[config.mk]
export PLATFORM = sky130hd
export DESIGN_NAME = operand_field_and_ea_decoder
export DESIGN_NICKNAME = d
export VERILOG_FILES = /design/src/logic/op_decode_pkg.sv /design/src/logic/operand_field_and_ea_decoder.sv /design/src/logic/imm_extend.sv
export SDC_FILE = /design/constraint.sdc
export NUM_CORES = 1
export LEC_CHECK = 0
export ABC_CLOCK_PERIOD_IN_PS = 3500
export BUFFER_PORTS_ARGS = -buffer_cell sky130_fd_sc_hd__buf_4
export CORE_MARGIN = 3
export CORE_UTILIZATION = 30
export DETAILED_ROUTE_END_ITERATION = 8
export SKIP_LAST_GASP = 1
export SLEW_MARGIN = 20
export SYNTH_ARGS = -nofsm -noshare
export SYNTH_HDL_FRONTEND = slang
export SYNTH_SLANG_ARGS = --single-unit
[constraint.sdc]
create_clock -name clk_i -period 3.5 [get_ports clk_i]
set_input_delay 0.35 -clock clk_i [delete_from_list [all_inputs] [get_ports clk_i]]
set_output_delay 0.35 -clock clk_i [all_outputs]
set_load 0.005 [all_outputs]
[src/logic/op_decode_pkg.sv]
// Holds field positions, opcode patterns and scale constants for the operand decoder.
// Assumes a 16-bit instruction word and a 32-bit register and address width.
package op_decode_pkg;
	localparam int WORD_W = 16;
	localparam int DATA_W = 32;
	localparam int REG_HI = 11;
	localparam int REG_LO = 8;
	localparam int IMM_HI = 7;
	localparam int D12_HI = 11;
	localparam int D12_W = 12;
	localparam int IMM_W = 8;
	localparam int BR_SHIFT = 1;
	localparam int TRAP_SHIFT = 2;
	// Opcode patterns, compared against the word with operand fields masked
	localparam logic [15:0] OPC_BRA = 16'ha000;
	localparam logic [15:0] OPC_BSR = 16'hb000;
	localparam logic [15:0] MSK_D12 = 16'hf000;
	localparam logic [15:0] MSK_I8 = 16'hff00;
	localparam logic [15:0] OPC_TST = 16'hc800;
	localparam logic [15:0] OPC_AND = 16'hc900;
	localparam logic [15:0] OPC_XOR = 16'hca00;
	localparam logic [15:0] OPC_OR = 16'hcb00;
	localparam logic [15:0] OPC_CMPEQ = 16'h8800;
	localparam logic [15:0] OPC_TRAP = 16'hc300;
	localparam logic [15:0] MSK_NI = 16'hf000;
	localparam logic [15:0] OPC_MOVI = 16'he000;
	localparam logic [15:0] OPC_ADDI = 16'h7000;
	localparam logic [15:0] MSK_NM = 16'hf0ff;
	localparam logic [15:0] OPC_BRANCH_FAR_REGISTER = 16'h0023;
	localparam logic [15:0] OPC_BSRF = 16'h0003;
	localparam logic [15:0] OPC_JMP = 16'h402b;
	localparam logic [15:0] OPC_JSR = 16'h400b;
	localparam logic [15:0] OPC_MOVE_TBIT = 16'h0029;
	localparam logic [15:0] OPC_STS_MACH = 16'h000a;
	localparam logic [15:0] OPC_STCL_SR = 16'h4003;
	localparam logic [15:0] OPC_LDC_SR = 16'h400e;
	localparam logic [15:0] OPC_LDCL_SR = 16'h4007;
	localparam logic [15:0] OPC_NOP = 16'h0009;
	localparam logic [15:0] OPC_RTS = 16'h000b;
	localparam logic [15:0] OPC_CLRT = 16'h0008;
	localparam logic [15:0] OPC_SETT = 16'h0018;
	localparam logic [15:0] OPC_RTE = 16'h002b;

	typedef enum logic [2:0] {
		FMT_NONE, FMT_ZERO, FMT_N, FMT_M, FMT_I, FMT_NI, FMT_D12
	} fmt_t;

	typedef enum logic [1:0] {
		ACC_DIRECT, ACC_PREDEC, ACC_POSTINC, ACC_INDIRECT
	} acc_t;

	typedef enum logic [1:0] {
		EXT_NONE, EXT_ZERO, EXT_SIGN, EXT_TRAP
	} ext_t;
endpackage

[src/logic/operand_field_and_ea_decoder.sv]
// Holds the operand field and effective address decoder of the execute stage.
// Assumes instr_i, pc_i and src_reg_val_i are stable in the cycle they are presented.
// Notes on behaviour
// - 12-bit displacement: sign-extend, double, add PC
// - Register branch target is PC plus register
// - Zero-extend immediate for test, and, or, xor
// - Sign-extend immediate for move, add, compare-equal
// - Trap immediate zero-extended then times four
// - Opcode bits select meaning of operand fields
// - n format: bits 11-8 name destination
// - m format: bits 11-8 name source
`timescale 1ns/1ps
module operand_field_and_ea_decoder #(
	parameter int DATA_W = 32
) (
	input wire logic clk_i,
	input wire logic rst_i,
	input wire logic valid_i,
	input wire logic [op_decode_pkg::WORD_W-1:0] instr_i,
	input wire logic [DATA_W-1:0] pc_i,
	input wire logic [DATA_W-1:0] src_reg_val_i,
	output logic valid_o,
	output op_decode_pkg::fmt_t fmt_o,
	output logic [3:0] dst_reg_o,
	output logic dst_reg_valid_o,
	output logic [3:0] src_reg_o,
	output logic src_reg_valid_o,
	output op_decode_pkg::acc_t access_o,
	output logic [DATA_W-1:0] imm_o,
	output logic imm_valid_o,
	output logic [DATA_W-1:0] target_o,
	output logic target_valid_o
);
	import op_decode_pkg::*;

	// Target path needs room for the doubled displacement
	if (DATA_W < D12_W + BR_SHIFT) begin : g_width_check
		$error("decoder: DATA_W too small");
	end

	function automatic logic is_op(input logic [15:0] w, input logic [15:0] m,
		input logic [15:0] p);
		is_op = (w & m) == p;
	endfunction

	logic [3:0] field_reg;
	logic [7:0] field_imm;
	ext_t ext_kind;
	logic [DATA_W-1:0] imm_ext;

	logic valid_r, valid_nxt;
	fmt_t fmt_r, fmt_nxt;
	logic [3:0] dst_r, dst_nxt, src_r, src_nxt;
	logic dst_v_r, dst_v_nxt, src_v_r, src_v_nxt;
	acc_t acc_r, acc_nxt;
	logic [DATA_W-1:0] imm_r, imm_nxt, tgt_r, tgt_nxt;
	logic imm_v_r, imm_v_nxt, tgt_v_r, tgt_v_nxt;

	assign field_reg = instr_i[REG_HI:REG_LO];
	assign field_imm = instr_i[IMM_HI:0];

	imm_extend #(.DATA_W(DATA_W)) u_ext (
		.imm_i(field_imm),
		.kind_i(ext_kind),
		.value_o(imm_ext)
	);

	always_comb begin
		logic [DATA_W-1:0] d12;
		d12 = {{(DATA_W-D12_W){instr_i[D12_HI]}}, instr_i[D12_HI:0]};
		valid_nxt = valid_i;
		fmt_nxt = FMT_NONE;
		dst_nxt = 4'h0;
		src_nxt = 4'h0;
		dst_v_nxt = 1'b0;
		src_v_nxt = 1'b0;
		acc_nxt = ACC_DIRECT;
		ext_kind = EXT_NONE;
		imm_v_nxt = 1'b0;
		tgt_nxt = '0;
		tgt_v_nxt = 1'b0;
		// Opcode picks the format, the format picks the fields
		if (!valid_i) begin
			fmt_nxt = FMT_NONE;
		end else if (is_op(instr_i, MSK_D12, OPC_BRA) || is_op(instr_i, MSK_D12, OPC_BSR)) begin
			fmt_nxt = FMT_D12;
			tgt_nxt = pc_i + (d12 << BR_SHIFT);
			tgt_v_nxt = 1'b1;
		end else if (is_op(instr_i, MSK_I8, OPC_TST) || is_op(instr_i, MSK_I8, OPC_AND)
			|| is_op(instr_i, MSK_I8, OPC_OR) || is_op(instr_i, MSK_I8, OPC_XOR)) begin
			fmt_nxt = FMT_I;
			ext_kind = EXT_ZERO;
			imm_v_nxt = 1'b1;
		end else if (is_op(instr_i, MSK_I8, OPC_CMPEQ)) begin
			fmt_nxt = FMT_I;
			ext_kind = EXT_SIGN;
			imm_v_nxt = 1'b1;
		end else if (is_op(instr_i, MSK_I8, OPC_TRAP)) begin
			fmt_nxt = FMT_I;
			ext_kind = EXT_TRAP;
			imm_v_nxt = 1'b1;
		end else if (is_op(instr_i, MSK_NI, OPC_MOVI) || is_op(instr_i, MSK_NI, OPC_ADDI)) begin
			fmt_nxt = FMT_NI;
			ext_kind = EXT_SIGN;
			imm_v_nxt = 1'b1;
			dst_nxt = field_reg;
			dst_v_nxt = 1'b1;
		end else if (is_op(instr_i, MSK_NM, OPC_MOVE_TBIT) || is_op(instr_i, MSK_NM, OPC_STS_MACH)) begin
			fmt_nxt = FMT_N;
			dst_nxt = field_reg;
			dst_v_nxt = 1'b1;
		end else if (is_op(instr_i, MSK_NM, OPC_STCL_SR)) begin
			fmt_nxt = FMT_N;
			dst_nxt = field_reg;
			dst_v_nxt = 1'b1;
			acc_nxt = ACC_PREDEC;
		end else if (is_op(instr_i, MSK_NM, OPC_LDC_SR)) begin
			fmt_nxt = FMT_M;
			src_nxt = field_reg;
			src_v_nxt = 1'b1;
		end else if (is_op(instr_i, MSK_NM, OPC_LDCL_SR)) begin
			fmt_nxt = FMT_M;
			src_nxt = field_reg;
			src_v_nxt = 1'b1;
			acc_nxt = ACC_POSTINC;
		end else if (is_op(instr_i, MSK_NM, OPC_JMP) || is_op(instr_i, MSK_NM, OPC_JSR)) begin
			fmt_nxt = FMT_M;
			src_nxt = field_reg;
			src_v_nxt = 1'b1;
			acc_nxt = ACC_INDIRECT;
			tgt_nxt = src_reg_val_i;
			tgt_v_nxt = 1'b1;
		end else if (is_op(instr_i, MSK_NM, OPC_BRANCH_FAR_REGISTER) || is_op(instr_i, MSK_NM, OPC_BSRF)) begin
			fmt_nxt = FMT_M;
			src_nxt = field_reg;
			src_v_nxt = 1'b1;
			tgt_nxt = pc_i + src_reg_val_i;
			tgt_v_nxt = 1'b1;
		end else if (instr_i == OPC_NOP || instr_i == OPC_RTS || instr_i == OPC_CLRT
			|| instr_i == OPC_SETT || instr_i == OPC_RTE) begin
			fmt_nxt = FMT_ZERO;
		end
		imm_nxt = imm_v_nxt ? imm_ext : '0;
	end

	always_ff @(posedge clk_i) begin
		if (rst_i) begin
			valid_r <= 1'b0;
			fmt_r <= FMT_NONE;
			dst_r <= 4'h0;
			src_r <= 4'h0;
			dst_v_r <= 1'b0;
			src_v_r <= 1'b0;
			acc_r <= ACC_DIRECT;
			imm_r <= '0;
			imm_v_r <= 1'b0;
			tgt_r <= '0;
			tgt_v_r <= 1'b0;
		end else begin
			valid_r <= valid_nxt;
			fmt_r <= fmt_nxt;
			dst_r <= dst_nxt;
			src_r <= src_nxt;
			dst_v_r <= dst_v_nxt;
			src_v_r <= src_v_nxt;
			acc_r <= acc_nxt;
			imm_r <= imm_nxt;
			imm_v_r <= imm_v_nxt;
			tgt_r <= tgt_nxt;
			tgt_v_r <= tgt_v_nxt;
		end
	end

	assign valid_o = valid_r;
	assign fmt_o = fmt_r;
	assign dst_reg_o = dst_r;
	assign dst_reg_valid_o = dst_v_r;
	assign src_reg_o = src_r;
	assign src_reg_valid_o = src_v_r;
	assign access_o = acc_r;
	assign imm_o = imm_r;
	assign imm_valid_o = imm_v_r;
	assign target_o = tgt_r;
	assign target_valid_o = tgt_v_r;

	property p_d12_target;
		@(posedge clk_i) disable iff (rst_i)
		(valid_i && instr_i[15:12] == 4'ha) |=> target_valid_o
			&& target_o == $past(pc_i) + {{19{$past(instr_i[11])}}, $past(instr_i[11:0]), 1'b0};
	endproperty
	a_d12_target: assert property (p_d12_target) else $error("d12 target wrong");

	property p_branch_far_register_target;
		@(posedge clk_i) disable iff (rst_i)
		(valid_i && (instr_i & 16'hf0ff) == 16'h0023) |=>
			target_o == $past(pc_i) + $past(src_reg_val_i);
	endproperty
	a_branch_far_register_target: assert property (p_branch_far_register_target) else $error("register branch wrong");

	property p_zero_ext;
		@(posedge clk_i) disable iff (rst_i)
		(valid_i && instr_i[15:10] == 6'h32) |=> imm_o == {24'h0, $past(instr_i[7:0])};
	endproperty
	a_zero_ext: assert property (p_zero_ext) else $error("zero extend wrong");

	property p_sign_ext;
		@(posedge clk_i) disable iff (rst_i)
		(valid_i && instr_i[15:12] == 4'he) |=>
			imm_o == {{24{$past(instr_i[7])}}, $past(instr_i[7:0])} && dst_reg_o == $past(instr_i[11:8]);
	endproperty
	a_sign_ext: assert property (p_sign_ext) else $error("sign extend wrong");

	property p_trap;
		@(posedge clk_i) disable iff (rst_i)
		(valid_i && instr_i[15:8] == 8'hc3) |=> imm_o == {22'h0, $past(instr_i[7:0]), 2'h0};
	endproperty
	a_trap: assert property (p_trap) else $error("trap vector wrong");

	property p_fields_exclusive;
		@(posedge clk_i) disable iff (rst_i)
		!(dst_reg_valid_o && src_reg_valid_o) && (valid_o || fmt_o == FMT_NONE);
	endproperty
	a_fields_exclusive: assert property (p_fields_exclusive) else $error("fields clash");

	property p_predec;
		@(posedge clk_i) disable iff (rst_i)
		(valid_i && (instr_i & 16'hf0ff) == 16'h4003) |=>
			access_o == ACC_PREDEC && dst_reg_valid_o && dst_reg_o == $past(instr_i[11:8]);
	endproperty
	a_predec: assert property (p_predec) else $error("predec dest wrong");

	property p_postinc;
		@(posedge clk_i) disable iff (rst_i)
		(valid_i && (instr_i & 16'hf0ff) == 16'h4007) |=>
			access_o == ACC_POSTINC && src_reg_valid_o && src_reg_o == $past(instr_i[11:8]);
	endproperty
	a_postinc: assert property (p_postinc) else $error("postinc source wrong");

	property p_zero_fmt;
		@(posedge clk_i) disable iff (rst_i)
		(valid_i && instr_i == 16'h0009) |=> fmt_o == FMT_ZERO
			&& !dst_reg_valid_o && !src_reg_valid_o && !imm_valid_o && !target_valid_o;
	endproperty
	a_zero_fmt: assert property (p_zero_fmt) else $error("no-operand fields set");

	c_bra: cover property (@(posedge clk_i) disable iff (rst_i) fmt_o == FMT_D12);
	c_trap: cover property (@(posedge clk_i) disable iff (rst_i) valid_i && instr_i[15:8] == 8'hc3);
	c_branch_far_register: cover property (@(posedge clk_i) disable iff (rst_i) fmt_o == FMT_M && target_valid_o);
	c_nop: cover property (@(posedge clk_i) disable iff (rst_i) fmt_o == FMT_ZERO);
endmodule

[src/logic/imm_extend.sv]
// Holds the 8-bit immediate extender for the operand decoder.
// Assumes the extend kind is chosen by the caller from the opcode.
`timescale 1ns/1ps
module imm_extend #(
	parameter int DATA_W = 32
) (
	input wire logic [7:0] imm_i,
	input wire op_decode_pkg::ext_t kind_i,
	output logic [DATA_W-1:0] value_o
);
	import op_decode_pkg::*;

	// Refuse widths that leave no room for the extension bits
	if (DATA_W <= IMM_W + TRAP_SHIFT) begin : g_width_check
		$error("imm_extend: DATA_W too small");
	end

	always_comb begin
		case (kind_i)
			EXT_ZERO: value_o = {{(DATA_W-IMM_W){1'b0}}, imm_i};
			EXT_SIGN: value_o = {{(DATA_W-IMM_W){imm_i[IMM_W-1]}}, imm_i};
			EXT_TRAP: value_o = {{(DATA_W-IMM_W-TRAP_SHIFT){1'b0}}, imm_i, {TRAP_SHIFT{1'b0}}};
			default: value_o = '0;
		endcase
	end
endmodule

# Word level (Yosys, flattened, before mapping)
# Index checks and enable logic that the tools add are counted.
# W data, S select, Z words.
word_totals:
  ff_bits: 82
  latch_bits: 0
  ram_bits: 0
  romBits: 0
  in_bits: 83
  wordCells: 125
  memories: 0
op_classes:
  add_sub_neg: 2
  n_mul: 0
  n_div: 0
  n_lt_le_gt_ge: 0
  eq_ne: 27
  shift: 0
  n_mux: 63
  n_bitwise: 2
  n_reduce_logical: 18
ops:
  columns: ["cell", "count"]
  rows:
  - ["$mux W32", 11]
  - ["$pmux W32 S3", 1]
  - ["$add A32 B32 Y32", 2]
  - ["$eq A12 B11 Y1 const B", 5]
  - ["$eq A16 B4 Y1 const B", 3]
  - ["$eq A8 B8 Y1 const B", 6]
  - ["$mux W2", 14]
  - ["$mux W4", 7]
  - ["$mux W1", 25]
  - ["$eq A12 B6 Y1 const B", 2]
  - ["$eq A16 B5 Y1 const B", 1]
  - ["$eq A16 B6 Y1 const B", 1]
  - ["$mux W3", 5]
  - ["$eq A12 B2 Y1 const B", 1]
  - ["$eq A12 B4 Y1 const B", 1]
  - ["$eq A4 B4 Y1 const B", 3]
  - ["$logic_or A1 B1 Y1", 12]
  - ["$reduce_or A10 Y1", 1]
  - ["$reduce_or A9 Y1", 1]
  - ["$reduce_or A8 Y1", 1]
  - ["$reduce_or A6 Y1", 1]
  - ["$eq A2 B2 Y1 const B", 2]
  - ["$eq A4 B3 Y1 const B", 1]
  - ["$reduce_or A2 Y1", 2]
  - ["other kinds (2)", 3]

# Longest topological paths before layout
# Gate-level depths: netlist of run 1.
depth:
  ltp_word: 17
  depth_mapped: 12
  mapped_depth_nobuf: 12

# Hierarchy
# A second synthesis of run 1 with hierarchy kept.
hier_totals:
  cells_unflattened: 803
  hier_area_um2: 6623.9
by_module_without_submodules:
  columns: ["module", "instances", "cells_each", "area_per_inst_um2", "seq_area_each_um2"]
  rows:
  - ["operand_field_and_ea_decoder", 1, 754, 6248.5, 1641.6]
  - ["imm_extend", 1, 49, 375.4, 0.0]

# Least setup slack after synthesis of run 1
# OpenSTA, ideal clock, no wires.
synth_path:
  path_type: "input port to flip-flop"
  start: "input port pc_i[0]"
  end: "register tgt_r[26], in the netlist target_o[26]"
  setup_time_ps: 133
  arrival_ps: 2816
  t_required_ps: 3367
  slack_ps: 551
  path_stages: 12
  path_cell_list: "ha_1 inv_1 fa_1 nor2b_4 o31a_1 o41a_1 a221o_2 a211o_2 nand2_1 a2bb2o_1 o21ai_1 a31oi_1"
synth_via:
  elab_chain_cells: 12
synth_lines:
  columns: ["item", "line", "rtl"]
  rows:
  - ["start: declaration", "operand_field_and_ea_decoder.sv:20", "input wire logic [DATA_W-1:0] pc_i,"]
  - ["$add A32 B32 Y32", "operand_field_and_ea_decoder.sv:137", "tgt_nxt = pc_i + src_reg_val_i;"]
  - ["$mux W32", "operand_field_and_ea_decoder.sv:133", "end else if (is_op(instr_i, MSK_NM, OPC_BRANCH_FAR_REGISTER) || is_op(instr_i, MSK_NM, OPC_BSRF)) begin"]
  - ["$mux W32", "operand_field_and_ea_decoder.sv:126", "end else if (is_op(instr_i, MSK_NM, OPC_JMP) || is_op(instr_i, MSK_NM, OPC_JSR)) begin"]
  - ["$mux W32", "operand_field_and_ea_decoder.sv:121", "end else if (is_op(instr_i, MSK_NM, OPC_LDCL_SR)) begin"]
  - ["$mux W32", "operand_field_and_ea_decoder.sv:117", "end else if (is_op(instr_i, MSK_NM, OPC_LDC_SR)) begin"]
  - ["$mux W32", "operand_field_and_ea_decoder.sv:112", "end else if (is_op(instr_i, MSK_NM, OPC_STCL_SR)) begin"]
  - ["$mux W32", "operand_field_and_ea_decoder.sv:108", "end else if (is_op(instr_i, MSK_NM, OPC_MOVE_TBIT) || is_op(instr_i, MSK_NM, OPC_STS_MACH)) begin"]
  - ["$mux W32", "operand_field_and_ea_decoder.sv:102", "end else if (is_op(instr_i, MSK_NI, OPC_MOVI) || is_op(instr_i, MSK_NI, OPC_ADDI)) begin"]
  - ["$mux W32", "operand_field_and_ea_decoder.sv:98", "end else if (is_op(instr_i, MSK_I8, OPC_TRAP)) begin"]
  - ["$mux W32", "operand_field_and_ea_decoder.sv:94", "end else if (is_op(instr_i, MSK_I8, OPC_CMPEQ)) begin"]
  - ["$mux W32", "operand_field_and_ea_decoder.sv:89", "end else if (is_op(instr_i, MSK_I8, OPC_TST) || is_op(instr_i, MSK_I8, OPC_AND)"]
  - ["$mux W32 (*)", "operand_field_and_ea_decoder.sv:85", "end else if (is_op(instr_i, MSK_D12, OPC_BRA) || is_op(instr_i, MSK_D12, OPC_BSR)) begin"]
  - ["end signal: assignment", "operand_field_and_ea_decoder.sv:169", "tgt_r <= tgt_nxt;"]
  - ["end: declaration", "operand_field_and_ea_decoder.sv:56", "logic [DATA_W-1:0] imm_r, imm_nxt, tgt_r, tgt_nxt;"]
# Every way passes the cells marked *; elsewhere a longest branch is shown, timed or not.
# A chain may end at the register's enable or synchronous reset.

# Final worst setup path of run 1
layout_path:
  start: "input port pc_i[0]"
  end: "register tgt_r[24], in the netlist target_o[24]"
# The elaborated chain is that of the path after synthesis.

==> results of run 1 <==
[synthesized netlist by cell type (5+ instances only)]
cell type / instances / area (um2)
and3_1: 7 / 43.8
and2_1: 15 / 93.8
a22oi_1: 19 / 143
a31oi_1: 6 / 37.5
o31ai_1: 5 / 37.5
nand3_1: 18 / 90.1
nor2_1: 60 / 225
dfxtp_1: 61 / 1220
a22o_1: 8 / 70.1
o21a_1: 14 / 105
nand2_1: 49 / 184
nor4_1: 6 / 37.5
o21ai_0: 35 / 175
a21oi_1: 82 / 410
xnor2_1: 30 / 263
xor2_1: 18 / 158
a21o_1: 26 / 195
ha_1: 61 / 763
nand2b_1: 7 / 43.8
a211oi_1: 16 / 120
buf_4: 21 / 158
nor2b_1: 7 / 43.8
o211ai_1: 8 / 60.1
or3_1: 5 / 31.3
o21bai_1: 8 / 60.1
nand4_1: 10 / 62.6
a221oi_1: 8 / 70.1
nor3_1: 21 / 105
inv_1: 18 / 67.6
clkbuf_1: 30 / 113
[power by group through the flow]
stage | clock [uW] | combinational (uW) | sequential (uW)
2_1_floorplan | 0 | 553 | 724
3_3_place_gp | 0 | 819 | 724
3_5_place_dp | 0 | 813 | 724
4_1_cts | 940 | 819 | 709
5_1_grt | 970 | 917 | 710
6_report | 919 | 830 | 709
[state kept, by name (all words and copies together), names as in the netlist]
register,cells
imm_valid_o,1
target_valid_o,1
fmt_o,3
src_reg_o,4
access_o,2
dst_reg_valid_o,1
src_reg_valid_o,1
dst_reg_o,4
valid_o,1
target_o,32
imm_o,11
[layer usage]
layer / vias up / GRT usage (%) / wire, um
met1: 2770 / 27.9 / 9910
met4: 0 / 4.56 / 227
met3: 12 / 2.88 / 1380
met2: 229 / 28.7 / 8660
li1: 2987 / - / -
met5: - / 0 / 0
[cell families after synthesis]
family,synth area share (%)
xor gates and xnor gates,7.35
and+or+nand+nor,19.7
AOI/OAI and AO/OA,31.1
adders and majority gates,14.0
muxes,0.525
buffers and inverters,5.99
DFF,21.3
[critical path, cell delays in order]
cell and delay (ns):
buf_4 0.11, ha_1 0.22, inv_1 0.08, fa_1 0.24, nor2b_4 0.05, o31a_1 0.25, o41a_1 0.43, a221o_2 0.41
a211o_2 0.37, a211oi_1 0.30, nor3_1 0.08, nand3b_1 0.16, a21oi_1 0.15
[worst paths after layout]
kind | startpoint | endpoint | slack [ns]
hold / removal | valid_i | imm_o[30] | 0.26
setup / recovery | pc_i[0] | target_o[24] | 0.55
[area by class of cell]
type | instances | area (um2) | share of cell area (%)
Clock buffer | 11 | 253 | 3.45
Sequential cell | 61 | 1220 | 16.7
Multi-Input combinational cell | 605 | 4170 | 56.9
Clock inverter | 4 | 47.5 | 0.649
Tap cell | 229 | 287 | 3.91
Inverter | 18 | 67.6 | 0.922
Timing Repair Buffer | 171 | 1280 | 17.5
[metrics by stage]
stage / instance area, um2 / hold slack [ns] / util, % / instances
final: 7330 / 0.258 / 40.0 / 1099
after global placement: 7030 / 0.596 / 38.4 / 1084
after detailed placement: 7030 / 0.608 / 38.4 / 1084
after global routing: 7330 / 0.277 / 40.0 / 1099
after floorplan: 5720 / 0.460 / - / 736
after CTS: 7330 / 0.246 / 40.0 / 1099
==> reports/qor.yml, run 1 <==
run_status:
  outcome: "complete, no violations"
timing:
  slew_headroom_pct: 46.8
  fin_crit_sh_pct: 84.3
  finalCriticalPeriod_ns: 2.95
  worst_pin_slew_ns: 0.778
  finalHoldViolations: 0
  max_freq_mhz: 339
  finalWorstSetupSlack_ns: 0.549
  setup_viol: 0
  fin_tns_setup_ns: 0
  grt_setup_unrepaired: "no"
  finalMaxSlewViolations: 0
place:
  hpwl_um: 16200
  place_ws_ns: 0.215
  port_buffers: 164
  gp_congestion: 0.921
clock_network:
  htree_levels: 3
  clkTransAtPathRegs_ns: 0.05
  cts_root_buf: "clkbuf_16"
  cts_setup_buffers: 0
  clock_path_buffers: 2
  clock-sinks: 61
  post_cts_resize_count: 0
  tritoncts: "built"
  numCtsBuffers: 9
  cts_hold_buffers: 0
floorplan:
  rows: 49
  die_w_um: 144
  dieArea_um2: 20800
  die_y_um: 144
  core_area_um2: 18300
  initial_core_util_pct: 31.2
  io_pins: 165
synth:
  synth_edf_count: 0
  yosys_register_bits: 61
  yosysSeqAreaShare_pct: 21.3
  synthesis.nets: 882
  synth_warnings: 0
  synth.distinct_cells: 65
  avgSynthCellArea_um2: 7.78
  syn-instance-count: 736
  synthFlopType: "dfxtp_1"
  ys_async_sr_fraction_pct: 0
  syn_area_um2: 5720
pwr:
  power.total_uw: 2460
  p_int_uw: 1650
  clockPowerShare_pct: 37.4
  p_leak_uw: 0.00324
  power.density_nw_per_um2: 335
  power_frac_comb_pct: 33.8
  power.switching_uw: 810
  switching_share_pct: 32.9
  max-vdd-ir-drop_mv: 0.194
  p_seq_share_pct: 28.8
cells_and_area:
  mostFrequentLayoutCells: "buf_4 (171), a21oi_1 (82), ha_1 (61), dfxtp_1 (61), nor2_1 (60)"
  diodes: 0
  num-nets-final: 1012
  fillers: 1855
  area_growth_pct: 28.1
  final_common_cell: "buf_4"
  drive_gt1_share_pct: 23.0
critical_path:
  path_max_fanout: 4
  arrival_ns: 3.21
  path_class: "input pin to flip-flop"
  end_kind: "flip-flop"
  start_kind: "input pin"
  crit_required_ns: 3.76
grt:
  grt_pass1_vias: 5534
  grt_max_degree: 29
  antenna_found_initial: 0
  grt.total_usage_pct: 18.9
  grt_pass1_wl_um: 30500
  overflow: 0
min_path:
  whs_path_depth: 2
  hold_class: "input pin to flip-flop"
routing:
  routedWlPerCell_um: 18.4
  postRouteAntennaNets: 0
  num_vias: 5998
  first_iter_violations: 329
  drc: 0
  wl_um: 20200
  dr.pass1.iters: 5
  viasPerCell: 5.46
job:
  max_cap_violations: 0
Power figures use the tool's default switching activity.
==> run 2: changes to the inputs <==
Settings changed: ABC_AREA set to 1, ABC_CLOCK_PERIOD_IN_PS 3500 to 2700.
Clock period 3.5 ns to 2.7 ns, I/O delays scaled along.
==> run 2 against run 1 <==
Sequential power increased by 29%. Cell area increased by 27%. Worst hold slack worse by 0.037 ns. First-iteration DRC count up 72%.
==> reports/qor.yml, run 2 <==
synth:
  synthTopCellsByCount: "nand2_1 (528), inv_1 (280), nand3_1 (126), nor2_1 (94)"
  synthesis.nets: 1518
  yosysSeqAreaShare_pct: 16.3
  yosysTopAreaCellShare_pct: 26.4
  avgSynthCellArea_um2: 5.47
  synth_area_leaders: "nand2_1 (26%), dfxtp_1 (16%), inv_1 (14%)"
  yosys_register_bits: 61
  synth_top_area_cell: "nand2_1"
  syn_area_um2: 7500
  ys_async_sr_fraction_pct: 0
  synth_most_common_cell: "nand2_1"
  synthFlopType: "dfxtp_1"
  synth_edf_count: 0
  synth.distinct_cells: 46
  synth_warnings: 0
  syn-instance-count: 1372
floorplan:
  initial_core_util_pct: 30.7
  core_area_um2: 24500
  io_pins: 165
  rows: 57
  die_w_um: 164
  dieArea_um2: 26900
  die_y_um: 164
routing:
  drc: 0
  postRouteAntennaNets: 0
  viasPerCell: 4.67
  dr.pass1.iters: 5
  routedWlPerCell_um: 14.8
  num_vias: 8641
  wl_um: 27400
  first_iter_violations: 565
critical_path:
  start_kind: "input pin"
  slowest_delay_ns: 0.36
  cp_top_family: "simple AND/OR/NAND/NOR gates"
  crit_buf_inv: 4
  path_max_fanout: 5
  path_class: "input pin to flip-flop"
  arrival_ns: 2.36
  crit_chain: "buf_4, ha_1, inv_1, fa_1, inv_1, nand3_1, nand3_1, nand3_1, nand3_1, nand2_1, nand2_1, nand2_1, nand3_1, nand3_1, nand2_1, inv_1"
  crit_path_frequent_cell: "nand3_1"
  slowest_stage: "fa_1"
  end_kind: "flip-flop"
  crit_required_ns: 2.94
place:
  port_buffers: 164
  hpwl_um: 22800
  dp.cells: 1834
  gp_congestion: 0.903
timing:
  fin_tns_setup_ns: 0
  finalCriticalPeriod_ns: 2.12
  finalMaxSlewViolations: 0
  slew_headroom_pct: 59.9
  grt_setup_unrepaired: "no"
  worst_pin_slew_ns: 0.601
  fin_crit_sh_pct: 78.4
  setup_viol: 0
  max_freq_mhz: 473
  finalHoldViolations: 0
cells_and_area:
  final_common_cell: "nand2_1"
  drive_gt1_share_pct: 15.1
  mostFrequentLayoutCells: "nand2_1 (528), inv_1 (280), buf_4 (169), nand3_1 (126), nor2_1 (94)"
  diodes: 0
  largest_reg_flops: 32
  num-nets-final: 1667
  area_growth_pct: 23.7
  layout.cells.non_filler: 1849
grt:
  grt_pass1_vias: 7731
  grt.total_usage_pct: 19.7
  grt_pass1_wl_um: 41100
  overflow: 0
  grt_max_degree: 37
  antenna_found_initial: 0
clock_network:
  numCtsBuffers: 9
  cts_setup_buffers: 0
  htree_levels: 3
  clock_path_buffers: 2
  clock-sinks: 61
  tritoncts: "built"
  post_cts_resize_count: 0
  cts_hold_buffers: 0
  cts_root_buf: "clkbuf_16"
  clkTransAtPathRegs_ns: 0.06
pwr:
  p_leak_uw: 0.00560
  max-vdd-ir-drop_mv: 0.244
  power.density_nw_per_um2: 372
min_path:
  hold_class: "input pin to flip-flop"
run_status:
  outcome: "complete, no violations"
job:
  max_cap_violations: 0
-- run 2: cell type report --
type                    instances  area, um2
inverters                     287       1080
repair buffers                169       1270
fillers                      2781      15200
clock buffers                  12        267
well taps                     324        405
multi-input cells             993       5000
clock inverters                 3       43.8
flip-flops and latches         61       1220
-- run 2: power by group --
part           switching (uW)  internal (uW)  total (uW)  leakage, uW
clock network             502            787        1290     0.000155
registers                4.34            912         916     0.000493
logic                     800            447        1250      0.00495
total                    1310           2150        3450      0.00560
-- run 2: worst paths after layout --
path / start / to / slack (ns) / depth (start not counted)
worst min-delay path: rst_i / access_o[0] / 0.22 / 4
worst max-delay path: instr_i[0] / target_o[29] / 0.58 / 16
-- run 2: logic make-up after synthesis --
logic type | count (synthesis) | synth area share [%]
AO/OA/AOI/OAI | 95 | 7.62
adder cells (fa/ha/maj) | 63 | 10.7
XOR/XNOR | 12 | 1.40
AND/OR/NAND/NOR | 823 | 46.9
flip-flops | 61 | 16.3
buffers and inverters | 318 | 17.1
-- run 2: per-stage QoR --
step                      hold WS, ns  utilization (%)  cell area, um2  worst slack, ns  power [uW]
after global routing            0.217             37.9            9280            0.457        3660
final                           0.221             37.9            9280            0.584        3450
after detailed placement        0.566             36.7            8970            0.274        2160
after global placement          0.566             36.7            8970            0.271        2160
after CTS                       0.209             37.9            9280            0.628        3460
after floorplan                 0.406                -            7500            0.914        1750
-- run 2: layer usage --
layer | vias up | track usage [%] | wire length, um
met4 | 0 | 7.07 | 965
met5 | - | 0 | 0
met1 | 3800 | 26.0 | 12500
met3 | 49 | 3.23 | 1930
met2 | 312 | 32.4 | 12000
li1 | 4480 | - | -
